## src/shared/lock_pkg.sv

```systemverilog
package lock_pkg;
   localparam int NUM_DN = 4;
   localparam int PORT_W = 2;
   localparam int STS_W = 8;
   localparam int LOCK_BIT = 0;
   localparam logic [STS_W-1:0] STS_RST = 8'h00;
   localparam logic [PORT_W-1:0] PORT_RST = 2'h0;

   typedef enum logic [3:0] {
      TLP_MWR,
      TLP_MRD,
      TLP_MRDLK,
      TLP_CPL,
      TLP_CPLD,
      TLP_CPLLK,
      TLP_CPLDLK,
      TLP_UNLOCK,
      TLP_MSG,
      TLP_CFG
   } tlp_t;

   typedef enum {
      ST_IDLE,
      ST_DS_LOCK,
      ST_SW_LOCK,
      ST_FAIL_HELD
   } lock_st_t;

   function automatic logic legal_in_lock(input tlp_t t);
      return (t == TLP_MWR) || (t == TLP_MRDLK) || (t == TLP_UNLOCK);
   endfunction
endpackage

```

## src/shared/lock_link_if.sv

```systemverilog
`timescale 1ns/1ns
`default_nettype none
interface lock_link_if;
   import lock_pkg::*;
   // Root to switch upstream port
   logic                dn_valid;
   logic                dn_ready;
   tlp_t                dn_type;
   logic [PORT_W-1:0]   dn_port;
   // Switch upstream port to root
   logic                up_valid;
   logic                up_ready;
   tlp_t                up_type;
   logic [PORT_W-1:0]   up_port;

   modport sw (input dn_valid, dn_type, dn_port, up_ready, output dn_ready, up_valid, up_type, up_port);
   modport rc (output dn_valid, dn_type, dn_port, up_ready, input dn_ready, up_valid, up_type, up_port);
endinterface
`default_nettype wire

```

## src/hw/switch_bus_lock_control.sv

```systemverilog
`timescale 1ns/1ns
`default_nettype none
module switch_bus_lock_control (
   // Clock and reset
   input  wire logic                          i_clk_sys,
   input  wire logic                          i_rst,
   // Link to the root
   lock_link_if.sw                            lnk,
   // Egress toward downstream ports
   output logic                               o_ds_tx_valid,
   output lock_pkg::tlp_t                     o_ds_tx_type,
   output logic [lock_pkg::PORT_W-1:0]        o_ds_tx_port,
   input  wire logic                          i_ds_tx_ready,
   input  wire logic [lock_pkg::NUM_DN-1:0]   i_ds_posted_pend,
   // Completions from downstream ports
   input  wire logic                          i_ds_cpl_valid,
   input  wire lock_pkg::tlp_t                i_ds_cpl_type,
   input  wire logic [lock_pkg::PORT_W-1:0]   i_ds_cpl_port,
   input  wire logic                          i_ds_cpl_posted_pend,
   output logic                               o_ds_cpl_ready,
   // Inserted messages
   input  wire logic                          i_msg_valid,
   input  wire lock_pkg::tlp_t                i_msg_type,
   input  wire logic [lock_pkg::PORT_W-1:0]   i_msg_port,
   output logic                               o_msg_ready,
   // Posted requests from upstream still queued
   input  wire logic                          i_up_posted_pend,
   // Blocking and status
   output logic [lock_pkg::NUM_DN-1:0]        o_blk_to_ds,
   output logic                               o_blk_to_up,
   output logic [lock_pkg::PORT_W-1:0]        o_lock_port,
   output logic [lock_pkg::STS_W-1:0]         o_switch_status_reg
);
   import lock_pkg::*;

   lock_st_t            state_r;
   lock_st_t            state_nxt;
   logic [PORT_W-1:0]   lock_port_r;
   logic [PORT_W-1:0]   lock_port_nxt;

   logic                dn_rdy_r;
   logic                hold_v_r;
   tlp_t                hold_type_r;
   logic [PORT_W-1:0]   hold_port_r;

   logic                ds_v_r;
   tlp_t                ds_type_r;
   logic [PORT_W-1:0]   ds_port_r;

   logic                up_v_r;
   tlp_t                up_type_r;
   logic [PORT_W-1:0]   up_port_r;
   logic                cpl_rdy_r;
   logic                msg_rdy_r;

   logic                hold_take;
   logic                ds_free;
   logic                order_ok;
   logic                issue;
   logic                cpl_take;
   logic                msg_take;
   logic                cpl_ok;
   logic                up_busy_nxt;
   logic                cpl_open;
   logic                msg_open;

   assign hold_take = lnk.dn_valid & dn_rdy_r;
   assign ds_free   = !ds_v_r | i_ds_tx_ready;
   assign cpl_take  = i_ds_cpl_valid & cpl_rdy_r;
   assign msg_take  = i_msg_valid & msg_rdy_r;

   // Ordering gate for the request waiting to go downstream
   always_comb begin
      case (hold_type_r)
         TLP_MRDLK: order_ok = !i_ds_posted_pend[hold_port_r];
         TLP_UNLOCK: order_ok = !i_up_posted_pend;
         default: order_ok = 1'b1;
      endcase
   end

   assign issue = hold_v_r & ds_free & order_ok;

   // CplDLk waits for posted traffic ahead of it
   assign cpl_ok = (i_ds_cpl_type != TLP_CPLDLK) | !i_ds_cpl_posted_pend;
   assign up_busy_nxt = (up_v_r & !lnk.up_ready) | cpl_take | msg_take;
   // Whole-switch lock holds upstream traffic from other ports
   assign cpl_open = !o_blk_to_up | (i_ds_cpl_port == lock_port_r);
   assign msg_open = !o_blk_to_up | (i_msg_port == lock_port_r);

   // Lock sequence
   always_comb begin
      state_nxt = state_r;
      lock_port_nxt = lock_port_r;
      if (issue && hold_type_r == TLP_MRDLK && state_r == ST_IDLE) begin
         state_nxt = ST_DS_LOCK;
         lock_port_nxt = hold_port_r;
      end else if (issue && hold_type_r == TLP_UNLOCK) begin
         state_nxt = ST_IDLE;
      end else if (cpl_take && state_r == ST_DS_LOCK && i_ds_cpl_port == lock_port_r) begin
         case (i_ds_cpl_type)
            TLP_CPLDLK: state_nxt = ST_SW_LOCK;
            TLP_CPLLK: state_nxt = ST_FAIL_HELD;
            default: state_nxt = state_r;
         endcase
      end
      // Later MRdLk, MWr and lock completions leave the state alone
   end

   always_ff @(posedge i_clk_sys) begin
      if (i_rst) begin
         state_r <= ST_IDLE;
         lock_port_r <= PORT_RST;
      end else begin
         state_r <= state_nxt;
         lock_port_r <= lock_port_nxt;
      end
   end

   // Request from the root, one held at a time
   always_ff @(posedge i_clk_sys) begin
      if (i_rst) begin
         dn_rdy_r <= 1'b0;
         hold_v_r <= 1'b0;
         hold_type_r <= TLP_MWR;
         hold_port_r <= PORT_RST;
      end else begin
         if (hold_take) begin
            hold_v_r <= 1'b1;
            hold_type_r <= lnk.dn_type;
            hold_port_r <= lnk.dn_port;
         end else if (issue) begin
            hold_v_r <= 1'b0;
         end
         dn_rdy_r <= !(hold_take | (hold_v_r & !issue));
      end
   end

   // Egress register toward downstream ports
   always_ff @(posedge i_clk_sys) begin
      if (i_rst) begin
         ds_v_r <= 1'b0;
         ds_type_r <= TLP_MWR;
         ds_port_r <= PORT_RST;
      end else if (issue) begin
         ds_v_r <= 1'b1;
         ds_type_r <= hold_type_r;
         ds_port_r <= hold_port_r;
      end else if (i_ds_tx_ready) begin
         ds_v_r <= 1'b0;
      end
   end

   // Completions take precedence over inserted messages
   always_ff @(posedge i_clk_sys) begin
      if (i_rst) begin
         cpl_rdy_r <= 1'b0;
         msg_rdy_r <= 1'b0;
      end else begin
         cpl_rdy_r <= !up_busy_nxt & !cpl_take & i_ds_cpl_valid & cpl_ok & cpl_open;
         msg_rdy_r <= !up_busy_nxt & !msg_take & i_msg_valid & msg_open
                      & !(i_ds_cpl_valid & cpl_ok & cpl_open);
      end
   end

   // Upstream output register
   always_ff @(posedge i_clk_sys) begin
      if (i_rst) begin
         up_v_r <= 1'b0;
         up_type_r <= TLP_CPL;
         up_port_r <= PORT_RST;
      end else if (cpl_take) begin
         up_v_r <= 1'b1;
         up_type_r <= i_ds_cpl_type;
         up_port_r <= i_ds_cpl_port;
      end else if (msg_take) begin
         up_v_r <= 1'b1;
         up_type_r <= i_msg_type;
         up_port_r <= i_msg_port;
      end else if (lnk.up_ready) begin
         up_v_r <= 1'b0;
      end
   end

   // Block masks for non-root sources; held traffic waits, never dropped here
   genvar gi;
   generate
      for (gi = 0; gi < NUM_DN; gi++) begin : g_blk
         always_ff @(posedge i_clk_sys) begin
            if (i_rst) begin
               o_blk_to_ds[gi] <= 1'b0;
            end else begin
               o_blk_to_ds[gi] <= (state_nxt != ST_IDLE) && (lock_port_nxt == PORT_W'(gi));
            end
         end
      end
   endgenerate

   always_ff @(posedge i_clk_sys) begin
      if (i_rst) begin
         o_blk_to_up <= 1'b0;
         o_lock_port <= PORT_RST;
         o_switch_status_reg <= STS_RST;
      end else begin
         // Upstream stays open while only the downstream port is locked
         o_blk_to_up <= (state_nxt == ST_SW_LOCK) || (state_nxt == ST_FAIL_HELD);
         o_lock_port <= lock_port_nxt;
         o_switch_status_reg <= STS_RST;
         // Readable at any time, lock or not
         o_switch_status_reg[LOCK_BIT] <= (state_nxt == ST_SW_LOCK);
      end
   end

   assign lnk.dn_ready = dn_rdy_r;
   assign lnk.up_valid = up_v_r;
   assign lnk.up_type = up_type_r;
   assign lnk.up_port = up_port_r;
   assign o_ds_tx_valid = ds_v_r;
   assign o_ds_tx_type = ds_type_r;
   assign o_ds_tx_port = ds_port_r;
   assign o_ds_cpl_ready = cpl_rdy_r;
   assign o_msg_ready = msg_rdy_r;
endmodule
`default_nettype wire

```

## src/flat_wrapper.sv

```systemverilog
// flat-port wrapper written by rule: the top's interface ports become plain ports
module switch_bus_lock_control_flat import lock_pkg::*;
  (i_clk_sys, i_rst, o_ds_tx_valid, o_ds_tx_type, o_ds_tx_port, i_ds_tx_ready, i_ds_posted_pend, i_ds_cpl_valid, i_ds_cpl_type, i_ds_cpl_port, i_ds_cpl_posted_pend, o_ds_cpl_ready, i_msg_valid, i_msg_type, i_msg_port, o_msg_ready, i_up_posted_pend, o_blk_to_ds, o_blk_to_up, o_lock_port, o_switch_status_reg, lnk_dn_valid, lnk_dn_type, lnk_dn_port, lnk_up_ready, lnk_dn_ready, lnk_up_valid, lnk_up_type, lnk_up_port);
  lock_link_if lnk_i ();
  input  wire logic i_clk_sys;
  input  wire logic i_rst;
  output logic o_ds_tx_valid;
  output lock_pkg::tlp_t o_ds_tx_type;
  output logic [lock_pkg::PORT_W-1:0] o_ds_tx_port;
  input  wire logic i_ds_tx_ready;
  input  wire logic [lock_pkg::NUM_DN-1:0] i_ds_posted_pend;
  input  wire logic i_ds_cpl_valid;
  input  wire lock_pkg::tlp_t i_ds_cpl_type;
  input  wire logic [lock_pkg::PORT_W-1:0] i_ds_cpl_port;
  input  wire logic i_ds_cpl_posted_pend;
  output logic o_ds_cpl_ready;
  input  wire logic i_msg_valid;
  input  wire lock_pkg::tlp_t i_msg_type;
  input  wire logic [lock_pkg::PORT_W-1:0] i_msg_port;
  output logic o_msg_ready;
  input  wire logic i_up_posted_pend;
  output logic [lock_pkg::NUM_DN-1:0] o_blk_to_ds;
  output logic o_blk_to_up;
  output logic [lock_pkg::PORT_W-1:0] o_lock_port;
  output logic [lock_pkg::STS_W-1:0] o_switch_status_reg;
  input wire logic [$bits(lnk_i.dn_valid)-1:0] lnk_dn_valid;
  input wire logic [$bits(lnk_i.dn_type)-1:0] lnk_dn_type;
  input wire logic [$bits(lnk_i.dn_port)-1:0] lnk_dn_port;
  input wire logic [$bits(lnk_i.up_ready)-1:0] lnk_up_ready;
  output wire logic [$bits(lnk_i.dn_ready)-1:0] lnk_dn_ready;
  output wire logic [$bits(lnk_i.up_valid)-1:0] lnk_up_valid;
  output wire logic [$bits(lnk_i.up_type)-1:0] lnk_up_type;
  output wire logic [$bits(lnk_i.up_port)-1:0] lnk_up_port;
  assign lnk_i.dn_valid = lnk_dn_valid;
  assign lnk_i.dn_type = lnk_dn_type;
  assign lnk_i.dn_port = lnk_dn_port;
  assign lnk_i.up_ready = lnk_up_ready;
  assign lnk_dn_ready = lnk_i.dn_ready;
  assign lnk_up_valid = lnk_i.up_valid;
  assign lnk_up_type = lnk_i.up_type;
  assign lnk_up_port = lnk_i.up_port;
  switch_bus_lock_control u_core (.i_clk_sys(i_clk_sys), .i_rst(i_rst), .lnk(lnk_i), .o_ds_tx_valid(o_ds_tx_valid), .o_ds_tx_type(o_ds_tx_type), .o_ds_tx_port(o_ds_tx_port), .i_ds_tx_ready(i_ds_tx_ready), .i_ds_posted_pend(i_ds_posted_pend), .i_ds_cpl_valid(i_ds_cpl_valid), .i_ds_cpl_type(i_ds_cpl_type), .i_ds_cpl_port(i_ds_cpl_port), .i_ds_cpl_posted_pend(i_ds_cpl_posted_pend), .o_ds_cpl_ready(o_ds_cpl_ready), .i_msg_valid(i_msg_valid), .i_msg_type(i_msg_type), .i_msg_port(i_msg_port), .o_msg_ready(o_msg_ready), .i_up_posted_pend(i_up_posted_pend), .o_blk_to_ds(o_blk_to_ds), .o_blk_to_up(o_blk_to_up), .o_lock_port(o_lock_port), .o_switch_status_reg(o_switch_status_reg));
endmodule
```

## config.mk

```make
export PLATFORM = sky130hd
export DESIGN_NAME = switch_bus_lock_control_flat
export DESIGN_NICKNAME = d
export VERILOG_FILES = /design/src/shared/lock_pkg.sv /design/src/shared/lock_link_if.sv /design/src/hw/switch_bus_lock_control.sv /design/src/flat_wrapper.sv
export SDC_FILE = /design/constraint.sdc
export NUM_CORES = 1
export LEC_CHECK = 0
export ABC_AREA = 1
export BUFFER_PORTS_ARGS = -buffer_cell sky130_fd_sc_hd__buf_2
export CAP_MARGIN = 20
export CORE_UTILIZATION = 30
export DETAILED_ROUTE_END_ITERATION = 8
export PLACE_DENSITY_LB_ADDON = 0.15
export REMOVE_ABC_BUFFERS = 1
export SYNTH_ARGS = -nofsm -noshare
export SYNTH_HDL_FRONTEND = slang
export SYNTH_SLANG_ARGS = --single-unit
```

## constraint.sdc

```tcl
create_clock -name i_clk_sys -period 1.7 [get_ports i_clk_sys]
set_input_delay 0.34 -clock i_clk_sys [delete_from_list [all_inputs] [get_ports i_clk_sys]]
set_output_delay 0.34 -clock i_clk_sys [all_outputs]
set_load 0.01 [all_outputs]
```

==> flow_summary.ini, run 1 <==
[yosys]
synth_warnings = 0
synth_flop_cell = dfxtp_1
synth_top_area_share = 0.498
synth_area_leaders = dfxtp_1 50%, nor2_1 12%, nand2_1 12%, o21ai_0 3.5%, inv_1 3.5%
synth-xor-area-share = 0.00680
synth_area_per_cell_sq_um = 7.38
async_flop_share = 0
synth_top_area_cell = dfxtp_1
ys_seq_elements = 64
synth_top_family_by_area = simple AND/OR/NAND/NOR gates
synth-edff-count = 0
synth_cells = 349
synthMuxAreaShare = 0
post_synth_num_cell_types = 28
synth.cell_area_sq_um = 2570
yosysSeqAreaShare = 0.498
synth_compound_area_frac = 0.0991
yosys.area_share.simple = 0.316
synth_fa_ha_area_frac = 0

[cts]
cts_tree = yes
numClockSinks = 64
path_clk_slew_ns = 0.06
cts.htree.levels = 3
cts-buffers-inserted = 9
clock_latency_ns = 0.34
cts-root-buf = clkbuf_8
cts.hold.buffers_added = 0
cts_buffer_depth = 2

[timing]
setup_viol = 5
fmax_ghz = 0.556
period_share = 1.06
fin_crit_ns = 1.80
fin_worst_skew_ns = 0.00857
rsz0062_at_grt = true
final.setup.worst_slack_ns = -0.0972
hold_violations = 0
maxSlewViolCount = 0

[floorplanning]
die_w_um = 94.6
core_region_area_sq_um = 8260
num_rows = 33
ios = 63
start_util = 0.312
dieHeight_um = 94.6
die-area_sq_um = 8960

[placed_design]
dp_cells = 533
io_buffers = 55
gp_congestion = 0.729
place_ws_ns = -0.189
dpl_cell_area_sq_um = 3160
post-dp-hpwl_um = 4270

[critical_path]
rrSetupSlack_ns = -0.1
cp-startpoint = u_core.hold_type_r[0]
reg2reg_to = u_core.o_blk_to_ds[1]
crit_type = reg2reg
path_max_fanout = 6
crit_end = u_core.o_blk_to_ds[1]
slowest_delay_ns = 0.38
end_kind = register
crit_required_ns = 1.94
reg2reg_depth = 11
cp.arrival_ns = 2.03
slowest_stage = dfxtp_2
critPathLaunchType = register
crit_chain = nand2_4, nor3_4, nor2_2, nand2_4, nand3_4, nand2_2, nand4_1, nor2_1, nand3_2, nand2_2, nor2_1
timing.rr.start = u_core.hold_type_r[0]

[final_layout]
drive_above_1_share = 0.338
final_cells = 555
fin_nets = 477
stdcell_area_sq_um = 3550
area_delta_synth_final_pct = 37.9
antennaDiodeCount = 0
largest_reg_flops = 32
top_register = u_core.state_r

[drt]
vias = 2525
wl_per_cell_um = 11.5
drcViolationCount = 0
detail_route.vias_per_cell = 4.55
drt_wl_total_um = 6400
first_pass_iters = 4
postRouteAntennaNets = 0
first_iter_violations = 93

[power]
p_leak_nw = 1.67
p_per_area_nw_per_um2 = 889
max-vdd-ir-drop_uv = 581
power.total_mw = 3.16

[flow_run]
drv_cap = 0

[grt]
grt_max_degree = 42
grt_pass1_vias = 2318
antenna_found_initial = 0
grt_usage = 0.155
grt_pass1_wl_um = 10400
grt-ovfl-total = 0

[outcome]
violations = negative setup slack
status = complete, but fails checks

[worst_hold_path]
hold_class = in2reg
per-layer routing:
layer,GRT usage,wire (um)
met1,0.190,2900
met2,0.251,3000
met3,0.0475,384
met4,0.0644,115
met5,0,0
final cells by class:
class | count | area [sq um]
clock buffer | 11 | 141
clock inverter | 4 | 45.0
fill | 855 | 4710
inverter | 27 | 104
multi-input combinational | 250 | 1270
sequential | 64 | 1290
tap | 105 | 131
timing repair buffer | 94 | 572
cell usage after synthesis (all sizes together), types with 2 or more instances:
library cell,count
nand2,82
nand3,15
o41ai,4
dfxtp,64
clkbuf,7
xnor2,2
o22ai,2
buf,10
o211ai,2
nand4,6
nor2,82
nor3,5
o21ai,21
a21oi,16
inv,26
logic make-up (layout without fill, tap and decap cells):
logic type | count (synthesis) | after routing
other | 1 | 7
AO/OA/AOI/OAI | 46 | 46
buffers and inverters | 44 | 136
flip-flops | 64 | 64
AND/OR/NAND/NOR | 192 | 195
XOR/XNOR | 2 | 2
what timing repair did:
action	4_1_cts	5_1_grt
setup endpoints to repair	6	16
pin swaps	15	10
gates cloned	3	0
buffers inserted	4	1
resized for setup	38	7
power by group:
group / internal, mW / switching [mW]
logic: 0.138 / 0.190
registers: 1.54 / 0.0271
clock network: 0.702 / 0.560
placed cells by master (no fill, tap or decap), types with 2 or more instances in the layout:
master	instances
nor2_1	75
nand2_1	68
dfxtp_1	59
buf_2	55
buf_4	38
inv_1	20
o21ai_0	17
a21oi_1	15
nand3_1	12
nand2_2	11
clkbuf_8	10
conb_1	7
nand4_1	6
inv_2	5
nand3_4	5
nor2_2	4
o41ai_1	4
dfxtp_2	4
nand2_4	3
nor2_4	3
o21ai_2	3
nor3_1	3
clkinv_2	3
o211ai_1	2
o22ai_1	2
xnor2_1	2
worst min-delay path by stage:
stage,endpoint,cells past startpoint,startpoint
2_1_floorplan,u_core.lnk.up_port[0],1,i_rst
5_1_grt,u_core.o_msg_ready,2,i_msg_valid
3_3_place_gp,u_core.state_r[3],2,u_core.state_r[3]
3_5_place_dp,u_core.state_r[3],2,u_core.state_r[3]
6_report,u_core.hold_type_r[2],3,lnk_dn_type[2]
4_1_cts,u_core.o_msg_ready,2,i_msg_valid
stage by stage:
stage / util / setup TNS, ns / hold WS [ns]
global placement: 0.383 / -0.832 / 0.446
global route: 0.430 / -1.29 / 0.253
floorplan: - / 0 / 0.409
CTS: 0.426 / -0.288 / 0.234
detailed placement: 0.383 / -0.912 / 0.442
finish: 0.430 / -0.405 / 0.251
critical path, delay by kind of cell, from the launching register on:
kind             cells  cell delay (ns)
flip-flops           1             0.38
AND/OR/NAND/NOR     11             1.30
(Power assumes the default switching activity.)
==> inputs of run 2 (changes only) <==
BUFFER_PORTS_ARGS = -buffer_cell sky130_fd_sc_hd__clkbuf_2   (was -buffer_cell sky130_fd_sc_hd__buf_2)
CORE_MARGIN = 2   (was not set)
==> run 2 against run 1 <==
Compared with the run above: the run still ends with negative setup slack left; combinational power down 3%; cell count up 0.72%; register-to-register slack about the same; first-iteration DRC count down 37%; flip-flop and latch count unchanged; critical endpoint unchanged; largest power group unchanged; highest routed layer unchanged.
==> flow_summary.ini, run 2 (same netlist as run 1, synthesis figures left out) <==
[outcome]
status = complete, but fails checks
violations = negative setup slack

[power]
p_comb_frac = 0.101
power.total_mw = 3.13
max-vdd-ir-drop_uv = 589
p_leak_nw = 1.66
p_per_area_nw_per_um2 = 875
clock_power_share = 0.398
seqPwrFrac = 0.501
p_sw_mw = 0.757
switching_share = 0.242
cell_internal_pwr_mw = 2.38

[grt]
antenna_found_initial = 0
grt-ovfl-total = 0
grt_usage = 0.139
grt_max_degree = 42
grt_pass1_wl_um = 10600
grt_pass1_vias = 2304

[cts]
clock_latency_ns = 0.34
cts-root-buf = clkbuf_8
cts.htree.levels = 3
numClockSinks = 64
path_clk_slew_ns = 0.07
cts_tree = yes
cts-buffers-inserted = 9
cts_buffer_depth = 2

[critical_path]
path_max_fanout = 7
end_kind = register
timing.rr.start = u_core.hold_type_r[2]
critPathLaunchType = register
crit_required_ns = 1.94
crit_type = reg2reg
cp.arrival_ns = 2.03
cp-startpoint = u_core.hold_type_r[2]

[timing]
worst_pin_slew_ns = 0.533
fmax_ghz = 0.557
hold_violations = 0
fin_crit_ns = 1.79
fin_worst_skew_ns = 0.00616
final.setup.worst_slack_ns = -0.0942
period_share = 1.06
setup_viol = 5
relSlewSlack = 0.644
rsz0062_at_grt = true
maxSlewViolCount = 0

[final_layout]
antennaDiodeCount = 0
fin_nets = 481
area_delta_synth_final_pct = 39.1
top_register = u_core.state_r
mostFrequentLayoutCell = nor2_1
drive_above_1_share = 0.350
largest_reg_flops = 32
final_cell_mix = 72 x nor2_1, 68 x nand2_1, 59 x dfxtp_1

[worst_hold_path]
hold_class = in2reg
hold_start = i_msg_valid

[floorplanning]
num_rows = 33
dieHeight_um = 96.6
die_w_um = 96.6
ios = 63
core_region_area_sq_um = 8260
start_util = 0.312
die-area_sq_um = 9340

[drt]
detail_route.vias_per_cell = 4.43
postRouteAntennaNets = 0
wl_per_cell_um = 11.3
vias = 2479
drcViolationCount = 0
drt_wl_total_um = 6330
first_pass_iters = 4
first_iter_violations = 59

[placed_design]
place_ws_ns = -0.216
gp_congestion = 0.802
post-dp-hpwl_um = 4380
io_buffers = 55

[flow_run]
drv_cap = 0
## run 2: cell count changes in the layout (fill, tap and decap cells not counted), sizes merged
cell    change
clkbuf     +55
buf        -51
## run 2: metrics by stage
| stage | area, sq um | util | std cells | hold slack, ns | setup TNS (ns) |
|---|---|---|---|---|---|
| 4_1_cts | 3480 | 0.422 | 556 | 0.246 | -0.264 |
| 6_report | 3580 | 0.434 | 559 | 0.260 | -0.430 |
| 5_1_grt | 3580 | 0.434 | 559 | 0.268 | -1.16 |
| 3_3_place_gp | 3170 | 0.384 | 534 | 0.441 | -1.11 |
| 3_5_place_dp | 3170 | 0.384 | 534 | 0.445 | -1.04 |
| 2_1_floorplan | 2490 | - | 338 | 0.409 | 0 |
## run 2: area by class of cell
type	count	area (sq um)
flip-flops and latches	64	1290
clock inverters	4	45.0
well taps	105	131
clock buffers	11	141
multi-input cells	250	1270
repair buffers	98	602
inverters	27	101
fillers	858	4680
## run 2: power groups by stage
stage	clock network (mW)	logic [mW]	registers, mW
after detailed placement	0	0.293	1.60
final	1.25	0.318	1.57
after CTS	1.28	0.311	1.57
after global placement	0	0.293	1.60
after global routing	1.36	0.356	1.57
after floorplan	0	0.127	1.61
## run 2: routing by layer
layer / up-vias / global-route usage / share of wire
met5: - / 0 / 0
met1: 1094 / 0.178 / 0.48
met3: 10 / 0.0383 / 0.052
li1: 1310 / - / -
met2: 65 / 0.223 / 0.45
met4: 0 / 0.0542 / 0.016
## run 2: repair_timing
item / in CTS / in global routing
pin swaps: 8 / 18
hold buffers: 0 / 0
gates resized for setup: 24 / 25
cloned: 2 / 1
buffers inserted: 5 / 2
endpoints found under the setup margin: 6 / 8
## run 2: final timing paths
| check | slack, ns | depth (start not counted) | endpoint |
|---|---|---|---|
| worst min-delay path | 0.26 | 2 | u_core.o_msg_ready |
| worst max register to register | -0.09 | 12 | u_core.o_blk_to_ds[1] |
| worst min register to register | 0.46 | 2 | u_core.state_r[19] |
| worst max-delay path | -0.09 | 12 | u_core.o_blk_to_ds[1] |
## run 2: critical path, stage by stage, from the launching register on
cell and delay (ns):
dfxtp_4 0.37, nand2_4 0.10, inv_2 0.04, o21ai_2 0.14, nor2_2 0.06, nand2_4 0.13, nand3_4 0.19, nand2_2 0.13
nand4_1 0.12, nor2_1 0.14, nand3_2 0.13, nand2_2 0.09, nor2_1 0.04
==> inputs of run 3 (changes only) <==
BUFFER_PORTS_ARGS = not set   (was -buffer_cell sky130_fd_sc_hd__clkbuf_2)
CAP_MARGIN = not set   (was 20)
DONT_BUFFER_PORTS = 1   (was not set)
MAX_ROUTING_LAYER = met4   (was not set)
==> run 3 against run 2 <==
Compared with the run above: the flow still finishes with violations (negative setup slack); fmax is 4.7% higher; clock-buffer cell count up 2; routed wire length decreased by 2.0%; power is 7.2% higher; critical path depth rose by 1; hold slack got worse by 0.18 ns; critical endpoint is now u_core.o_blk_to_ds[3]; largest cell class unchanged; highest routed layer unchanged.
==> flow_summary.ini, run 3 (same netlist as run 1, synthesis figures left out) <==
[grt]
grt_usage = 0.141
grt_pass1_wl_um = 10400
grt_max_degree = 43
antenna_found_initial = 0
grt-ovfl-total = 0
grt_pass1_vias = 2157

[drt]
drcViolationCount = 0
vias = 2293
wl_per_cell_um = 12.4
postRouteAntennaNets = 0
first_iter_violations = 63
drt_wl_total_um = 6200
first_pass_iters = 4
detail_route.vias_per_cell = 4.57

[power]
p_per_area_nw_per_um2 = 1010
seqPwrFrac = 0.472
clock_power_share = 0.461
p_sw_mw = 0.744
p_leak_nw = 1.44
cell_internal_pwr_mw = 2.61
max-vdd-ir-drop_uv = 305
p_comb_frac = 0.067
switching_share = 0.222

[timing]
hold_violations = 0
worst_pin_slew_ns = 0.508
fmax_ghz = 0.583
relSlewSlack = 0.661
final.setup.worst_slack_ns = -0.0142
fin_crit_ns = 1.71
setup_viol = 4
finalSetupTns_ns = -0.0360
period_share = 1.01
fin_worst_skew_ns = 0.0121
maxSlewViolCount = 0
rsz0062_at_grt = true

[final_layout]
largest_reg_flops = 32
mostFrequentLayoutCell = nor2_1
drive_above_1_share = 0.239
top_register = u_core.state_r
area_delta_synth_final_pct = 28.7
final_cell_mix = 76 x nor2_1, 71 x nand2_1, 59 x dfxtp_1
antennaDiodeCount = 0
fin_nets = 424
final_cells = 502

[critical_path]
slowest_delay_ns = 0.37
crit_chain = nor2_4, o21ai_2, nor2_2, nand2_4, buf_4, nand2_2, inv_2, nand3_4, nand4_1, nor2_1, nand3_1, nand2_1, nor2_1
crit_required_ns = 1.93
crit_type = reg2reg
path_max_fanout = 6
cp.arrival_ns = 1.94
slowest_stage = dfxtp_4
critPathLaunchType = register
crit_top_cell = nor2_1
end_kind = register

[cts]
cts-root-buf = clkbuf_8
cts_buffer_depth = 2
cts.hold.buffers_added = 0
cts.htree.levels = 3
numClockSinks = 64
clock_latency_ns = 0.33
cts_tree = yes
path_clk_slew_ns = 0.07
cts-buffers-inserted = 9

[floorplanning]
ios = 63
num_rows = 33
dieHeight_um = 96.6
start_util = 0.312
die-area_sq_um = 9340
core_region_area_sq_um = 8260
die_w_um = 96.6

[placed_design]
gp_congestion = 0.784
place_ws_ns = -0.180
io_buffers = 0
dp_cells = 481
post-dp-hpwl_um = 4230

[worst_hold_path]
hold_class = in2reg

[flow_run]
drv_cap = 0

[outcome]
violations = negative setup slack
status = complete, but fails checks
## run 3: changes by cell type in the layout (fill, tap and decap cells not counted), sizes merged
cell | previous run | this run
nand3 | 18 | 17
buf | 43 | 42
bufinv | 1 | 2
clkinv | 4 | 1
clkbuf | 66 | 13
## run 3: routing by layer
| layer | vias to the layer above | GRT usage | part of all wire |
|---|---|---|---|
| met5 | - | - | 0 |
| met4 | 0 | 0.0650 | 0.019 |
| met3 | 12 | 0.0383 | 0.053 |
| met2 | 60 | 0.217 | 0.45 |
| met1 | 1027 | 0.173 | 0.48 |
| li1 | 1194 | - | - |
## run 3: cell type report
type / count / area [sq um]
Tap cell: 105 / 131
Multi-Input combinational cell: 249 / 1230
Clock inverter: 2 / 60.1
Fill cell: 881 / 4940
Inverter: 27 / 101
Timing Repair Buffer: 42 / 319
Clock buffer: 13 / 179
Sequential cell: 64 / 1290
## run 3: power groups by stage
stage / sequential (mW) / combinational (mW) / clock, mW
floorplan: 1.61 / 0.127 / 0
global placement: 1.61 / 0.198 / 0
detailed placement: 1.61 / 0.201 / 0
CTS: 1.58 / 0.225 / 1.60
global route: 1.59 / 0.252 / 1.68
finish: 1.58 / 0.224 / 1.55
## run 3: repair_timing
item / CTS / global route
pin swaps: 12 / 8
resized for setup: 33 / 6
endpoints found under the setup margin: 6 / 8
hold endpoints to repair: 0 / 0
cloned: 2 / 0
buffers inserted: 3 / 1
## run 3: worst max-delay path, delay by kind of cell, from the launching register on
family                 cells  cell delay (ns)
and+or+nand+nor           10             0.96
buffers and inverters      2             0.21
AOI/OAI and AO/OA          1             0.07
DFF                        1             0.37
## run 3: worst paths after layout
path                               from               endpoint  slack [ns]  depth (start not counted)
setup / recovery  u_core.hold_type_r[0]  u_core.o_blk_to_ds[3]       -0.01                         13
hold reg to reg       u_core.state_r[2]      u_core.state_r[2]        0.45                          2
setup reg to reg  u_core.hold_type_r[0]  u_core.o_blk_to_ds[3]       -0.01                         13
hold / removal                    i_rst   u_core.o_ds_tx_valid        0.08                          1
## run 3: per-stage QoR
stage	area [sq um]	utilization	power [mW]	hold slack, ns
finish	3310	0.401	3.36	0.0768
global route	3310	0.401	3.52	0.0511
CTS	3290	0.399	3.41	0.0557
detailed placement	2910	0.353	1.81	0.421
global placement	2910	0.353	1.81	0.419
floorplan	2490	-	1.74	0.409
